File: src/fcs_pkg.sv
package fcs_pkg;
	// Register indices on the plain register port.
	localparam logic [3:0] REG_CLKDIV = 4'h0;
	localparam logic [3:0] REG_PIDX = 4'h1;
	localparam logic [3:0] REG_PARAM = 4'h2;
	localparam logic [3:0] REG_STAT = 4'h3;
	localparam logic [3:0] REG_PPROT = 4'h4;
	localparam logic [3:0] REG_DPROT = 4'h5;
	localparam logic [3:0] REG_FAULT = 4'h6;
	localparam logic [3:0] REG_MARGIN = 4'h7;
	// Field positions.
	localparam int CLKDIV_LOADED_BIT = 7;
	localparam int STAT_COMMAND_COMPLETE_FLAG_BIT = 7;
	localparam int STAT_ACC_BIT = 5;
	localparam int STAT_VIOL_BIT = 4;
	localparam int PPROT_OPEN_BIT = 7;
	localparam int PPROT_UPPER_BIT = 5;
	localparam int PPROT_LOWER_BIT = 2;
	localparam int DPROT_OPEN_BIT = 7;
	localparam int FAULT_SINGLE_BIT = 1;
	localparam int FAULT_DOUBLE_BIT = 0;
	localparam int MARGIN_UNSEC_BIT = 15;
	// Reset values and the data-flash block select code.
	localparam logic [6:0] CLKDIV_RST = 7'h00;
	localparam logic [15:0] MARGIN_NORMAL = 16'h0000;
	localparam logic [1:0] DF_BLOCK_SEL = 2'h0;
	// Parameter buffer.
	localparam int PARAM_WORDS = 6;
	localparam logic [2:0] IDX_FIRST = 3'h0;
	localparam logic [2:0] IDX_KEYS = 3'h4;
	localparam logic [2:0] IDX_DPROG_MIN = 3'h2;
	localparam logic [2:0] IDX_DPROG_MAX = 3'h5;
	// Command codes.
	localparam logic [7:0] CMD_VERIFY_ALL = 8'h01;
	localparam logic [7:0] CMD_VERIFY_BLK = 8'h02;
	localparam logic [7:0] CMD_VERIFY_PSEC = 8'h03;
	localparam logic [7:0] CMD_READ_ONCE = 8'h04;
	localparam logic [7:0] CMD_PROG_P = 8'h06;
	localparam logic [7:0] CMD_PROG_ONCE = 8'h07;
	localparam logic [7:0] CMD_ERASE_ALL = 8'h08;
	localparam logic [7:0] CMD_ERASE_BLK = 8'h09;
	localparam logic [7:0] CMD_ERASE_PSEC = 8'h0A;
	localparam logic [7:0] CMD_UNSECURE = 8'h0B;
	localparam logic [7:0] CMD_BACKDOOR = 8'h0C;
	localparam logic [7:0] CMD_USER_MARGIN = 8'h0D;
	localparam logic [7:0] CMD_FIELD_MARGIN = 8'h0E;
	localparam logic [7:0] CMD_VERIFY_DSEC = 8'h10;
	localparam logic [7:0] CMD_PROG_D = 8'h11;
	localparam logic [7:0] CMD_ERASE_DSEC = 8'h12;

	typedef enum {ST_IDLE, ST_LOCAL, ST_ISSUE, ST_WAIT, ST_ISSUE2, ST_WAIT2} fcs_state_t;
	typedef enum logic [2:0] {CL_IDLE, CL_READ, CL_MARGIN, CL_PROG, CL_SECT, CL_MASS,
		CL_OTHER} fcs_cls_t;
endpackage : fcs_pkg

File: src/fcs_sequencer.sv
`timescale 1ns/1ns
// How it works
// RL1: Block erase of program flash needs three bits.
// RL2: Code 0x0A erases one program sector.
// RL3: Code 0x0B erases all, then verifies all.
// RL4: Code 0x0C compares supplied keys with stored.
// RL5: Code 0x0D sets user margin per array.
// RL6: Code 0x0E sets field margin, special only.
// RL7: Codes 0x01/0x02 verify all or one block.
// RL8: Code 0x08 needs all four protect bits.
// RL9: Data block erase needs data protect-open.
// RL10: Code 0x10 verifies data words erased.
// RL11: Code 0x11 programs one to four words.
// RL12: Code 0x12 erases one data sector.
// RL13: Only listed array pairs may run together.
// RL14: Erase all and block erase are mass.
// RL15: Read after non-normal margin is margin read.
// RL16: Program/erase before divider set is access error.
// RL17: Unknown command code is access error.
// RL18: Reading busy block returns invalid data.
// RL19: Invalid read sets both faults if clear.
// RL20: Software clears error flags before launching.
// RL21: Software programs only erased words, once.
// RL22: Verify-all needs index zero, sets completion.
// RL23: Writing one to completion flag launches.
// RL24: Parameter index selects buffer word written.
// RL25: Rejected launch starts nothing, flag stays.
module fcs_sequencer
	import fcs_pkg::*;
#(
	parameter int DW = 16
) (
	input wire logic clock,
	input wire logic resetn,
	input wire logic [3:0] reg_addr,
	input wire logic [DW-1:0] reg_wdata,
	input wire logic reg_wr,
	input wire logic reg_rd,
	output logic [DW-1:0] reg_rdata,
	input wire logic special_mode,
	input wire logic [63:0] stored_key,
	input wire logic array_done,
	input wire logic pf_rd,
	input wire logic df_rd,
	output logic rd_invalid,
	output logic op_start,
	output logic [7:0] op_cmd,
	output logic op_pf,
	output logic op_df,
	output logic [17:0] op_addr,
	output logic [DW-1:0] op_count,
	output logic [DW-1:0] pf_margin,
	output logic [DW-1:0] df_margin,
	output logic unsecured
);
	logic [6:0] clkdiv_r;
	logic [2:0] pidx_r;
	logic [DW-1:0] param_r [0:PARAM_WORDS-1];
	logic clkdiv_loaded_r, command_complete_flag_r, acc_r, viol_r, unsec_r;
	logic pp_open_r, pp_upper_r, pp_lower_r, dp_open_r;
	logic fault_s_r, fault_d_r, run_pf_r, run_df_r, rd_invalid_r, op_start_r;
	logic [DW-1:0] pf_margin_r, df_margin_r, rdata_r, op_count_r;
	fcs_state_t state_r;
	logic [7:0] cmd_r, op_cmd_r;
	logic [17:0] op_addr_r;

	logic [7:0] code;
	logic launch, valid_code, needs_div, is_local, sel_df, acc_fail, viol_fail, accept;
	logic tgt_pf, tgt_df, w_stat, pf_bad, df_bad, bad_read;
	fcs_cls_t run_cls;

	function automatic fcs_cls_t cls_of(input logic [7:0] c);
		case (c)
			CMD_ERASE_ALL, CMD_ERASE_BLK: cls_of = CL_MASS; // [RL14]
			CMD_ERASE_PSEC, CMD_ERASE_DSEC: cls_of = CL_SECT;
			CMD_PROG_P, CMD_PROG_ONCE, CMD_PROG_D: cls_of = CL_PROG;
			default: cls_of = CL_OTHER;
		endcase
	endfunction : cls_of
	function automatic logic pair_ok(input fcs_cls_t p, input fcs_cls_t d);
		pair_ok = (p == CL_READ && (d == CL_MARGIN || d == CL_PROG || d == CL_SECT)) ||
			(p == CL_MARGIN && d == CL_MARGIN) || (p == CL_SECT && d == CL_SECT) ||
			(p == CL_MASS && d == CL_MASS); // [RL13]
	endfunction : pair_ok
	assign code = param_r[0][15:8];
	assign sel_df = (param_r[0][1:0] == DF_BLOCK_SEL);
	assign w_stat = reg_wr && reg_addr == REG_STAT;
	assign launch = w_stat && reg_wdata[STAT_COMMAND_COMPLETE_FLAG_BIT] && command_complete_flag_r; // [RL23]

	always_comb begin
		valid_code = 1'b1;
		needs_div = 1'b0;
		is_local = 1'b0;
		tgt_pf = 1'b0;
		tgt_df = 1'b0;
		case (code)
			CMD_VERIFY_ALL, CMD_ERASE_ALL: begin // [RL7] [RL8]
				tgt_pf = 1'b1;
				tgt_df = 1'b1;
				needs_div = (code == CMD_ERASE_ALL);
			end
			CMD_UNSECURE: begin // [RL3]
				tgt_pf = 1'b1;
				tgt_df = 1'b1;
				needs_div = 1'b1;
			end
			CMD_VERIFY_BLK: begin // [RL7]
				tgt_pf = !sel_df;
				tgt_df = sel_df;
			end
			CMD_ERASE_BLK: begin // [RL1] [RL9]
				tgt_pf = !sel_df;
				tgt_df = sel_df;
				needs_div = 1'b1;
			end
			CMD_VERIFY_PSEC, CMD_READ_ONCE: tgt_pf = 1'b1;
			CMD_PROG_P, CMD_PROG_ONCE, CMD_ERASE_PSEC: begin // [RL2]
				tgt_pf = 1'b1;
				needs_div = 1'b1;
			end
			CMD_VERIFY_DSEC: tgt_df = 1'b1; // [RL10]
			CMD_PROG_D, CMD_ERASE_DSEC: begin // [RL11] [RL12]
				tgt_df = 1'b1;
				needs_div = 1'b1;
			end
			CMD_BACKDOOR, CMD_USER_MARGIN, CMD_FIELD_MARGIN: is_local = 1'b1;
			default: valid_code = 1'b0; // [RL17]
		endcase
	end

	always_comb begin
		acc_fail = 1'b0;
		viol_fail = 1'b0;
		if (!valid_code) begin
			acc_fail = 1'b1; // [RL17]
		end else if (needs_div && !clkdiv_loaded_r) begin
			acc_fail = 1'b1; // [RL16]
		end else if (code == CMD_FIELD_MARGIN && !special_mode) begin
			acc_fail = 1'b1; // [RL6]
		end else if ((code == CMD_VERIFY_ALL || code == CMD_VERIFY_BLK) && pidx_r != IDX_FIRST) begin
			acc_fail = 1'b1; // [RL22]
		end else if (code == CMD_PROG_D && (pidx_r < IDX_DPROG_MIN || pidx_r > IDX_DPROG_MAX)) begin
			acc_fail = 1'b1; // [RL11]
		end else if (code == CMD_BACKDOOR && pidx_r != IDX_KEYS) begin
			acc_fail = 1'b1; // [RL4]
		end else if (code == CMD_ERASE_ALL) begin
			viol_fail = !(pp_lower_r && pp_upper_r && pp_open_r && dp_open_r); // [RL8]
		end else if (code == CMD_ERASE_BLK && !sel_df) begin
			viol_fail = !(pp_lower_r && pp_upper_r && pp_open_r); // [RL1]
		end else if (code == CMD_ERASE_BLK && sel_df) begin
			viol_fail = !dp_open_r; // [RL9]
		end
	end

	// A rejected launch never leaves idle, so no array operation can start.
	assign accept = launch && !acc_fail && !viol_fail; // [RL25]
	always_ff @(posedge clock or negedge resetn) begin
		if (!resetn) begin
			clkdiv_r <= CLKDIV_RST;
			clkdiv_loaded_r <= 1'b0;
		end else if (reg_wr && reg_addr == REG_CLKDIV && command_complete_flag_r) begin
			clkdiv_r <= reg_wdata[6:0];
			clkdiv_loaded_r <= 1'b1; // [RL16]
		end
	end

	always_ff @(posedge clock or negedge resetn) begin
		if (!resetn) begin
			pidx_r <= IDX_FIRST;
		end else if (reg_wr && reg_addr == REG_PIDX && command_complete_flag_r) begin
			pidx_r <= reg_wdata[2:0]; // [RL24]
		end
	end
	// Buffer words are frozen while a command runs so the array sees stable operands.
	genvar gi;
	generate
		for (gi = 0; gi < PARAM_WORDS; gi++) begin : g_param
			always_ff @(posedge clock or negedge resetn) begin
				if (!resetn) begin
					param_r[gi] <= '0;
				end else if (reg_wr && reg_addr == REG_PARAM && command_complete_flag_r && pidx_r == gi) begin
					param_r[gi] <= reg_wdata; // [RL24]
				end
			end
		end
	endgenerate

	always_ff @(posedge clock or negedge resetn) begin
		if (!resetn) begin
			pp_open_r <= 1'b0;
			pp_upper_r <= 1'b0;
			pp_lower_r <= 1'b0;
			dp_open_r <= 1'b0;
		end else if (reg_wr && command_complete_flag_r) begin
			if (reg_addr == REG_PPROT) begin
				pp_open_r <= reg_wdata[PPROT_OPEN_BIT];
				pp_upper_r <= reg_wdata[PPROT_UPPER_BIT];
				pp_lower_r <= reg_wdata[PPROT_LOWER_BIT];
			end
			if (reg_addr == REG_DPROT) begin
				dp_open_r <= reg_wdata[DPROT_OPEN_BIT];
			end
		end
	end
	// Error flags: a new rejection wins over a clear in the same write.
	always_ff @(posedge clock or negedge resetn) begin
		if (!resetn) begin
			acc_r <= 1'b0;
			viol_r <= 1'b0;
		end else begin
			if (launch && acc_fail) begin
				acc_r <= 1'b1; // [RL16] [RL17]
			end else if (state_r == ST_LOCAL && cmd_r == CMD_BACKDOOR &&
				{param_r[1], param_r[2], param_r[3], param_r[4]} != stored_key) begin
				acc_r <= 1'b1; // [RL4]
			end else if (w_stat && reg_wdata[STAT_ACC_BIT]) begin
				acc_r <= 1'b0; // [RL20]
			end
			if (launch && viol_fail) begin
				viol_r <= 1'b1; // [RL1] [RL8] [RL9]
			end else if (w_stat && reg_wdata[STAT_VIOL_BIT]) begin
				viol_r <= 1'b0; // [RL20]
			end
		end
	end

	always_ff @(posedge clock or negedge resetn) begin
		if (!resetn) begin
			state_r <= ST_IDLE;
			command_complete_flag_r <= 1'b1;
			cmd_r <= 8'h00;
			run_pf_r <= 1'b0;
			run_df_r <= 1'b0;
		end else begin
			case (state_r)
				ST_IDLE: begin
					if (accept) begin
						command_complete_flag_r <= 1'b0; // [RL23]
						cmd_r <= code;
						run_pf_r <= tgt_pf && !is_local;
						run_df_r <= tgt_df && !is_local;
						state_r <= is_local ? ST_LOCAL : ST_ISSUE;
					end
				end
				ST_LOCAL: begin
					command_complete_flag_r <= 1'b1;
					state_r <= ST_IDLE;
				end
				ST_ISSUE: state_r <= ST_WAIT;
				ST_WAIT: begin
					if (array_done) begin
						if (cmd_r == CMD_UNSECURE) begin
							state_r <= ST_ISSUE2; // [RL3]
						end else begin
							command_complete_flag_r <= 1'b1; // [RL22] [RL23]
							run_pf_r <= 1'b0;
							run_df_r <= 1'b0;
							state_r <= ST_IDLE;
						end
					end
				end
				ST_ISSUE2: state_r <= ST_WAIT2;
				ST_WAIT2: begin
					if (array_done) begin
						command_complete_flag_r <= 1'b1;
						run_pf_r <= 1'b0;
						run_df_r <= 1'b0;
						state_r <= ST_IDLE;
					end
				end
				default: state_r <= ST_IDLE;
			endcase
		end
	end

	// The unsecure command is split into an erase-all pass and a verify-all pass.
	always_ff @(posedge clock or negedge resetn) begin
		if (!resetn) begin
			op_start_r <= 1'b0;
			op_cmd_r <= 8'h00;
			op_addr_r <= '0;
			op_count_r <= '0;
		end else begin
			op_start_r <= (state_r == ST_ISSUE) || (state_r == ST_ISSUE2);
			if (state_r == ST_ISSUE) begin
				op_cmd_r <= (cmd_r == CMD_UNSECURE) ? CMD_ERASE_ALL : cmd_r; // [RL3]
				op_addr_r <= {param_r[0][1:0], param_r[1]};
				op_count_r <= (cmd_r == CMD_PROG_D) ?
					DW'(pidx_r - IDX_DPROG_MIN + 3'h1) : param_r[2]; // [RL11]
			end else if (state_r == ST_ISSUE2) begin
				op_cmd_r <= CMD_VERIFY_ALL; // [RL3]
			end
		end
	end

	always_ff @(posedge clock or negedge resetn) begin
		if (!resetn) begin
			pf_margin_r <= MARGIN_NORMAL;
			df_margin_r <= MARGIN_NORMAL;
			unsec_r <= 1'b0;
		end else begin
			if (state_r == ST_LOCAL && (cmd_r == CMD_USER_MARGIN || cmd_r == CMD_FIELD_MARGIN)) begin
				if (sel_df) begin
					df_margin_r <= param_r[1]; // [RL5] [RL6]
				end else begin
					pf_margin_r <= param_r[1]; // [RL5] [RL6]
				end
			end
			if (state_r == ST_LOCAL && cmd_r == CMD_BACKDOOR &&
				{param_r[1], param_r[2], param_r[3], param_r[4]} == stored_key) begin
				unsec_r <= 1'b1; // [RL4]
			end
			if (state_r == ST_WAIT2 && array_done) begin
				unsec_r <= 1'b1; // [RL3]
			end
		end
	end

	// Reads collide when their own array is busy or the pair shares hardware.
	assign run_cls = cls_of(cmd_r);
	always_comb begin
		pf_bad = 1'b0;
		df_bad = 1'b0;
		if (pf_rd) begin
			pf_bad = !command_complete_flag_r && (run_pf_r || (run_df_r && !pair_ok((pf_margin_r != MARGIN_NORMAL) ?
				CL_MARGIN : CL_READ, run_cls))); // [RL18] [RL15] [RL13]
		end
		if (df_rd) begin
			df_bad = !command_complete_flag_r && (run_df_r || (run_pf_r && !pair_ok(run_cls,
				(df_margin_r != MARGIN_NORMAL) ? CL_MARGIN : CL_READ))); // [RL18] [RL15] [RL13]
		end
	end
	assign bad_read = pf_bad || df_bad;
	always_ff @(posedge clock or negedge resetn) begin
		if (!resetn) begin
			rd_invalid_r <= 1'b0;
			fault_s_r <= 1'b0;
			fault_d_r <= 1'b0;
		end else begin
			rd_invalid_r <= bad_read; // [RL18]
			if (bad_read && !fault_s_r && !fault_d_r) begin
				fault_s_r <= 1'b1; // [RL19]
				fault_d_r <= 1'b1; // [RL19]
			end else if (reg_wr && reg_addr == REG_FAULT) begin
				if (reg_wdata[FAULT_SINGLE_BIT]) begin
					fault_s_r <= 1'b0;
				end
				if (reg_wdata[FAULT_DOUBLE_BIT]) begin
					fault_d_r <= 1'b0;
				end
			end
		end
	end

	always_ff @(posedge clock or negedge resetn) begin
		if (!resetn) begin
			rdata_r <= '0;
		end else begin
			rdata_r <= '0;
			if (reg_rd) begin
				case (reg_addr)
					REG_CLKDIV: rdata_r <= DW'({clkdiv_loaded_r, clkdiv_r});
					REG_PIDX: rdata_r <= DW'(pidx_r);
					REG_PARAM: rdata_r <= (pidx_r < PARAM_WORDS) ? param_r[pidx_r] : '0;
					REG_STAT: begin
						rdata_r[STAT_COMMAND_COMPLETE_FLAG_BIT] <= command_complete_flag_r;
						rdata_r[STAT_ACC_BIT] <= acc_r;
						rdata_r[STAT_VIOL_BIT] <= viol_r;
					end
					REG_PPROT: begin
						rdata_r[PPROT_OPEN_BIT] <= pp_open_r;
						rdata_r[PPROT_UPPER_BIT] <= pp_upper_r;
						rdata_r[PPROT_LOWER_BIT] <= pp_lower_r;
					end
					REG_DPROT: rdata_r[DPROT_OPEN_BIT] <= dp_open_r;
					REG_FAULT: begin
						rdata_r[FAULT_SINGLE_BIT] <= fault_s_r;
						rdata_r[FAULT_DOUBLE_BIT] <= fault_d_r;
					end
					REG_MARGIN: rdata_r[MARGIN_UNSEC_BIT] <= unsec_r;
					default: rdata_r <= '0;
				endcase
			end
		end
	end

	assign reg_rdata = rdata_r;
	assign rd_invalid = rd_invalid_r;
	assign op_start = op_start_r;
	assign op_cmd = op_cmd_r;
	assign op_pf = run_pf_r;
	assign op_df = run_df_r;
	assign op_addr = op_addr_r;
	assign op_count = op_count_r;
	assign pf_margin = pf_margin_r;
	assign df_margin = df_margin_r;
	assign unsecured = unsec_r;
endmodule : fcs_sequencer

File: config.mk
export PLATFORM = sky130hd
export DESIGN_NAME = fcs_sequencer
export DESIGN_NICKNAME = d
export VERILOG_FILES = /design/src/fcs_pkg.sv /design/src/fcs_sequencer.sv
export SDC_FILE = /design/constraint.sdc
export NUM_CORES = 1
export LEC_CHECK = 0
export BUFFER_PORTS_ARGS = -buffer_cell sky130_fd_sc_hd__buf_2
export CAP_MARGIN = 20
export CORE_MARGIN = 2
export CORE_UTILIZATION = 57
export DETAILED_ROUTE_END_ITERATION = 10
export PLACE_DENSITY = 0.84
export SLEW_MARGIN = 20
export SYNTH_ARGS = -nofsm -noshare
export SYNTH_HDL_FRONTEND = slang
export SYNTH_SLANG_ARGS = --single-unit
File: constraint.sdc
create_clock -name clock -period 3.5 [get_ports clock]
set_input_delay 0 -clock clock [delete_from_list [all_inputs] [get_ports clock]]
set_output_delay 0 -clock clock [all_outputs]
set_load 0.005 [all_outputs]
==> Word-level counts from Yosys, hierarchy flattened <==
Cells that the tools add are included.
{ "op_classes": {"n_bitwise": 2, "muxes": 74, "mul": 0, "magnitude_cmp": 4, "shift": 0, "div": 0, "n_eq_ne": 68, "reduce_logical": 121, "addsub": 2} }
{ "ops": {"columns": ["op", "count"], "rows": [
  ["32-bit case mux with 5 select lines", 1],
  ["8-bit by 4-bit == test with 1-bit output, second input constant", 14],
  ["32-bit by 2-bit == test with 1-bit output, second input constant", 3],
  ["32-bit by 3-bit == test with 1-bit output, second input constant", 3],
  ["32-bit 2-to-1 mux", 3],
  ["16-bit 2-to-1 mux", 5],
  ["32-bit by 4-bit == test with 1-bit output, second input constant", 2],
  ["64-bit == test", 1],
  ["64-bit != test", 1],
  ["1-bit logical AND", 54],
  ["16-bit binary-select mux with 3-bit select", 1],
  ["1-bit 2-to-1 mux", 41],
  ["8-bit by 3-bit == test with 1-bit output, second input constant", 5],
  ["8-bit by 5-bit == test with 1-bit output, second input constant", 5],
  ["32-bit by 1-bit == test with 1-bit output, second input constant", 1],
  ["32-bit logical NOT", 1],
  ["16-bit nonzero test", 2],
  ["8-bit 2-to-1 mux", 3],
  ["1-bit logical OR", 17],
  ["4-bit by 3-bit == test with 1-bit output, second input constant", 4],
  ["8-bit by 2-bit == test with 1-bit output, second input constant", 2],
  ["16-bit OR reduction", 1],
  ["1-bit logical NOT", 14],
  ["2-bit AND reduction", 7],
  ["other kinds (41)", 80]
]} }
{ "word_totals": {"mem_count": 0, "ff_bits": 251, "latch_bits": 0, "rom_bits": 0, "elab_cells": 302, "input_bits": 92, "ram_bits": 0} }

==> Longest topological paths before layout <==
{ "depth": {"depth_word": 20, "mapped_depth": 10, "mapped_depth_nobuf": 7} }

==> Least setup slack after synthesis <==
No wires, ideal clock.
{ "synth_timing": {"path_type": "reg2reg", "startpoint": "reg pidx_r[2]", "endpoint": "reg cmd_r[0]", "path_stages_with_launch": 10, "synth_period_minus_slack_ns": 2.865, "n_path_buf": 2, "path_slack_ns": 0.635, "arrival_time_ns": 2.740, "setup_time_ns": 0.125, "cell_sequence": "dfrtp_1 buf_1 inv_1 clkbuf_1 ha_1 or2b_1 a21oi_1 nor4b_2 nor4_4 mux2_2"} }
{ "synth_between": {"elab_chain_cells": 12, "elab_cells_between_ends": 25, "cone_classes": "order compare (2); eq/ne (1); mux (12); reduce/logical (10)"} }
{ "synth_rtl": {"columns": ["item", "line", "rtl"], "rows": [
  ["start: declaration", "fcs_sequencer.sv:57", "logic [2:0] pidx_r;"],
  ["start signal: assignment", "fcs_sequencer.sv:171", "pidx_r <= reg_wdata[2:0];"],
  ["3-bit by 2-bit < comparator with 1-bit output, or another cell as far along", "fcs_sequencer.sv:142", "end else if (code == CMD_PROG_D && (pidx_r < IDX_DPROG_MIN || pidx_r > IDX_DPROG_MAX)) begin"],
  ["1-bit logical OR or 1-bit logical AND (tied branches)", "fcs_sequencer.sv:142, fcs_sequencer.sv:144", null],
  ["1-bit logical AND or 1-bit 2-to-1 mux (tied branches)", "fcs_sequencer.sv:142, fcs_sequencer.sv:144", null],
  ["1-bit 2-to-1 mux", "fcs_sequencer.sv:142", null],
  ["1-bit 2-to-1 mux", "fcs_sequencer.sv:140", "end else if ((code == CMD_VERIFY_ALL || code == CMD_VERIFY_BLK) && pidx_r != IDX_FIRST) begin"],
  ["1-bit 2-to-1 mux", "fcs_sequencer.sv:138", "end else if (code == CMD_FIELD_MARGIN && !special_mode) begin"],
  ["1-bit 2-to-1 mux", "fcs_sequencer.sv:136", "end else if (needs_div && !clkdiv_loaded_r) begin"],
  ["1-bit 2-to-1 mux", "fcs_sequencer.sv:134", "if (!valid_code) begin"],
  ["1-bit logical NOT", "fcs_sequencer.sv:156", "assign accept = launch && !acc_fail && !viol_fail;"],
  ["1-bit logical AND", "fcs_sequencer.sv:156", null],
  ["1-bit logical AND (*)", "fcs_sequencer.sv:156", null],
  ["2-bit AND reduction (no source line) (*)", null, null],
  ["end signal: assignment", "fcs_sequencer.sv:239", "cmd_r <= code;"],
  ["end: declaration", "fcs_sequencer.sv:64", "logic [7:0] cmd_r, op_cmd_r;"]
]} }
Every way passes the cells marked *; elsewhere a longest branch is shown, timed or not.
A chain may end at the register's enable or synchronous reset.

==> Worst setup path in the final report <==
{ "layout_timing": {"startpoint": "reg pidx_r[2]", "endpoint": "reg cmd_r[3]"} }
Same word-level chain as after synthesis.

==> results.md <==
- The run finished with clean final reports.
- The count of buffers added on input and output ports is 186.
- Once detail routing completed, the nets flagged for antenna violations numbered 0.
- The busiest layer in global routing is met2.
- The number of endpoints with negative hold slack in the final report is 0.
- The fraction of registers with async set/reset is 100%.
- Setup repair after global routing left no endpoint under its margin.
- The via count of the routed design is 8487.
- The number of distinct library cell variants in the gate-level netlist after synthesis is 73.
- In this run, synthesis produced a sequential element count of 222.
- Including well taps, the total number of placed cells is 1294.
- The first global-routing pass estimated 47900 µm of wire.
- The worst setup path is of the reg -> reg kind.
- The launch instance of the worst min-delay path is stored_key[37].
- The maximum number of buffers from clock root to sink is 3.
- The power density over the cells is 612 nW/µm².
- The buffer type at the clock tree root is sky130_fd_sc_hd__clkbuf_16.
- The first TritonRoute pass finished after 5 iterations.
- The initial antenna violation count is 0.
- The synthesis-to-finish area growth is 20.3%.
- Cells fill 69.8% of the core in the end.
- The routed length per instance is 23.0 µm.
- The count of inserted antenna diode cells is 0.
- Of the available clock period, the critical path in the final layout requires 77.6%.
- The clock tree from TritonCTS is yes.
- The total global routing track utilization is 31.4%.
- The fraction of final layout cells sized beyond drive strength 1 is 37.6%.
- Tracing the worst setup path back leads to its startpoint at pidx_r[2].
- The library cells used most frequently in the layout, excluding fill and tap cells, are 220 x sky130_fd_sc_hd__dfrtp_1, 185 x sky130_fd_sc_hd__buf_2, 149 x sky130_fd_sc_hd__mux2_2.
- In the final layout, flip-flops and latches occupy 5560 µm².
- Counting the fill cells in the layout gives 1340.
- Max-cap violations in this run came to 0.
- The source-to-sink clock delay at the later pin of the worst-skew pair is 540 ps.
- Yosys mapped a number of flops with a built-in enable equal to 0.
- For this run, design rule violations remaining after detail routing come to 0.
- The tightest min-delay check is of the in -> reg type.
- The initial core utilization is 58.0%.
- In this run the standard cell core region covers 18600 µm².
- The via-per-instance ratio is 6.23.
- At the pin with the least slew margin, the transition time is 990 ps.
- Data on the critical path is required at its endpoint by 3920 ps.
- The final total negative setup slack is 0 ps.
- The area of the multi-input gates is 5020 µm².
- Leaving out fill and tap cells, the most frequent cell in the layout is sky130_fd_sc_hd__dfrtp_1.
- The net count of the finished layout is 1213.
- IR analysis of the VDD net gives a maximum drop of 415 µV.
- The total detailed-routing wirelength is 31400 µm.
- The post-synthesis net count is 1009.
- In this run the horizontal extent of the chip is 142 µm.
- The first routing iteration left 762 violations.
- The max-slew headroom at the worst pin is 33.8%.
- The cell with the biggest individual delay on the critical path is sky130_fd_sc_hd__dfrtp_1.
- The count of standard-cell rows is 50.
- The number of levels in the clock H-tree is 1.
- The largest stage delay on the critical path is 690 ps.
- The met1 layer usage reported by global route is 42.8%.
- TritonCTS created 24 clock buffers.
- Once the clock tree was built, the resizer swapped 0 gates to a different size.
- The clock sink count is 222.
- Summed over all layers, the global routing overflow is 0.
- The reg-to-reg startpoint is pidx_r[2].
- In the global route stage, met3 resource usage came out at 6.61%.
- For met2 alone, demand over resource in global routing was 50.6%.
- Derived from the worst setup path, the maximum achievable clock frequency is 0.368 GHz.
- In this design, the largest share of critical-path delay is due to simple AND/OR/NAND/NOR gates.
- The pin count of the biggest net entering global routing is 126.
- Clock-pin slew was measured on the worst setup and hold paths at 60 ps.
- The count of pins over their slew limit came to 0.
- The height of the die is 142 µm.
- The floorplan step defined a die boundary enclosing 20100 µm².
- Walking the worst path, the cells encountered are inv_1 -> ha_1 -> or2b_1 -> a21oi_1 -> nor4b_2 -> nor4_4 -> mux2_2.
- The fraction of the yosys area taken by sequential cells is 51.4%.
- The number of global-route vias before repair is 8421.
- The per-instance average area after synthesis is 11.9 µm².
- The finished layout holds 1363 standard cells, fillers aside.
- The combined area of all synthesized cells is 10800 µm².
- The count of final setup violators is 0.
- Along the worst path, the maximum fanout reaches 15.
- For this run, the number of Yosys warnings is 0.
- The kind of launch point of the worst setup path is a flip-flop.
- The analysis attributes to cell leakage a power of 6.33 nW.
- The routed design could run at a clock period as short as 2720 ps.
- The number of ports placed on the die boundary is 187.
- The number of buffers and inverters on the critical path is 1.
- The total half-perimeter wirelength after legalization and detailed placement is 22200 µm.
- The final RePlAce weighted congestion is 0.947.
- The maximum clock skew at final layout is 16.1 ps.
- The number of buffers inserted to repair setup after CTS is 0.
- The most used flip-flop cell after synthesis is sky130_fd_sc_hd__dfrtp_1.
- The sort of element at the end of the critical path is a flip-flop.
- The number of cells produced by synthesis is 909.
- Data arrives at the worst endpoint at 3130 ps.
worst reg2reg max path, cell delays in order (launching register included):
cell and delay, ps:
sky130_fd_sc_hd__dfrtp_1 690, sky130_fd_sc_hd__inv_1 140, sky130_fd_sc_hd__ha_1 260, sky130_fd_sc_hd__or2b_1 230
sky130_fd_sc_hd__a21oi_1 180, sky130_fd_sc_hd__nor4b_2 120, sky130_fd_sc_hd__nor4_4 580, sky130_fd_sc_hd__mux2_2 400
synthesized netlist by cell type (all sizes together) (2+ instances only):
cell type	count	share of area, %
a32o	3	0.28
a21o	2	0.14
nor2	52	1.8
or3	3	0.20
and2b	4	0.32
and3	6	0.35
nor3	8	0.42
mux2	149	16
o22ai	7	0.40
and3b	2	0.16
ha	8	0.93
nor4	14	1.1
nand3b	3	0.21
clkbuf	21	0.75
nand2	94	3.3
o31ai	3	0.21
buf	25	1.2
or2b	2	0.14
o21ai	14	0.65
xnor2	64	5.2
and2	4	0.23
nand4	23	1.3
nor4b	3	0.30
dfrtp	221	51
or2	3	0.17
a31oi	4	0.23
o211ai	3	0.25
inv	11	0.38
a22o	8	0.65
mux4	15	3.1
o21a	4	0.28
nand3	12	0.69
mux2i	22	2.0
a22oi	4	0.28
a2bb2oi	3	0.24
nor2b	7	0.40
nand2b	7	0.43
o41ai	2	0.16
nor3b	2	0.14
a221o	2	0.19
a21oi	40	1.9
xor2	5	0.40
or4	2	0.15
nand4b	3	0.24
final timing paths:
kind                               end  slack (ps)  depth (start not counted)
min in group asynchronous    op_cmd[2]         160                          2
max in group asynchronous  op_addr[13]        2410                          3
min reg2reg                 op_addr[9]         470                          2
max reg2reg                   cmd_r[3]         780                          7
min                          unsecured         120                          6
max                           cmd_r[3]         780                          7
what timing repair did:
item	4_1_cts	5_1_grt
hold buffers	27	0
hold endpoints to repair	249	0
endpoints found under the setup margin	0	0
layer usage:
metal	vias to the layer above	routed length, µm
met4	0	1230
met5	-	0
li1	3662	-
met1	4281	12600
met2	443	15000
met3	101	2520
per-stage QoR:
| step | hold WS, ps | instance area [µm²] | worst slack (ps) | total power, mW |
|---|---|---|---|---|
| 6_report | 115 | 13000 | 785 | 7.97 |
| 5_1_grt | 127 | 13000 | 667 | 8.30 |
| 4_1_cts | 91.1 | 13000 | 815 | 7.94 |
| 3_5_place_dp | 159 | 11900 | 840 | 5.31 |
| 3_3_place_gp | 160 | 11900 | 930 | 5.23 |
| 2_1_floorplan | -296 | 10800 | 635 | 4.51 |
report_power, final:
part,leakage [nW],total (mW),internal [mW],switching (mW)
clock network,0.401,2.63,1.57,1.06
registers,2.98,3.49,3.00,0.493
logic,2.95,1.85,0.869,0.977
total,6.33,7.97,5.44,2.53
registers in the layout, indices dropped and copies added, names as in the netlist, 3 cells and up:
| signal | count |
|---|---|
| reg_rdata | 16 |
| df_margin | 16 |
| state_r | 3 |
| clkdiv_r | 7 |
| pf_margin | 16 |
| op_addr | 18 |
| pidx_r | 3 |
| param_r | 88 |
| op_cmd | 8 |
| code | 8 |
| cmd_r | 8 |
| op_count | 16 |
area by class of cell:
class                      instances  share of cell area [%]
clock buffer                      34                    5.21
clock inverter                     8                    1.08
inverter                          11                   0.317
multi-input combinational        630                    38.5
sequential                       222                    42.7
tap                              234                    2.25
timing repair buffer             224                    9.94
logic make-up (layout without fill, tap and decap cells):
| group | after synthesis | in the layout | synth area share (%) |
|---|---|---|---|
| buffers and inverters | 57 | 277 | 2.30 |
| xor gates and xnor gates | 69 | 69 | 5.59 |
| DFF | 222 | 222 | 51.4 |
| and+or+nand+nor | 257 | 257 | 12.5 |
| AOI/OAI and AO/OA | 110 | 110 | 6.70 |
| muxes | 186 | 186 | 20.7 |
| adders and majority gates | 8 | 8 | 0.925 |
Power figures use the tool's default switching activity.
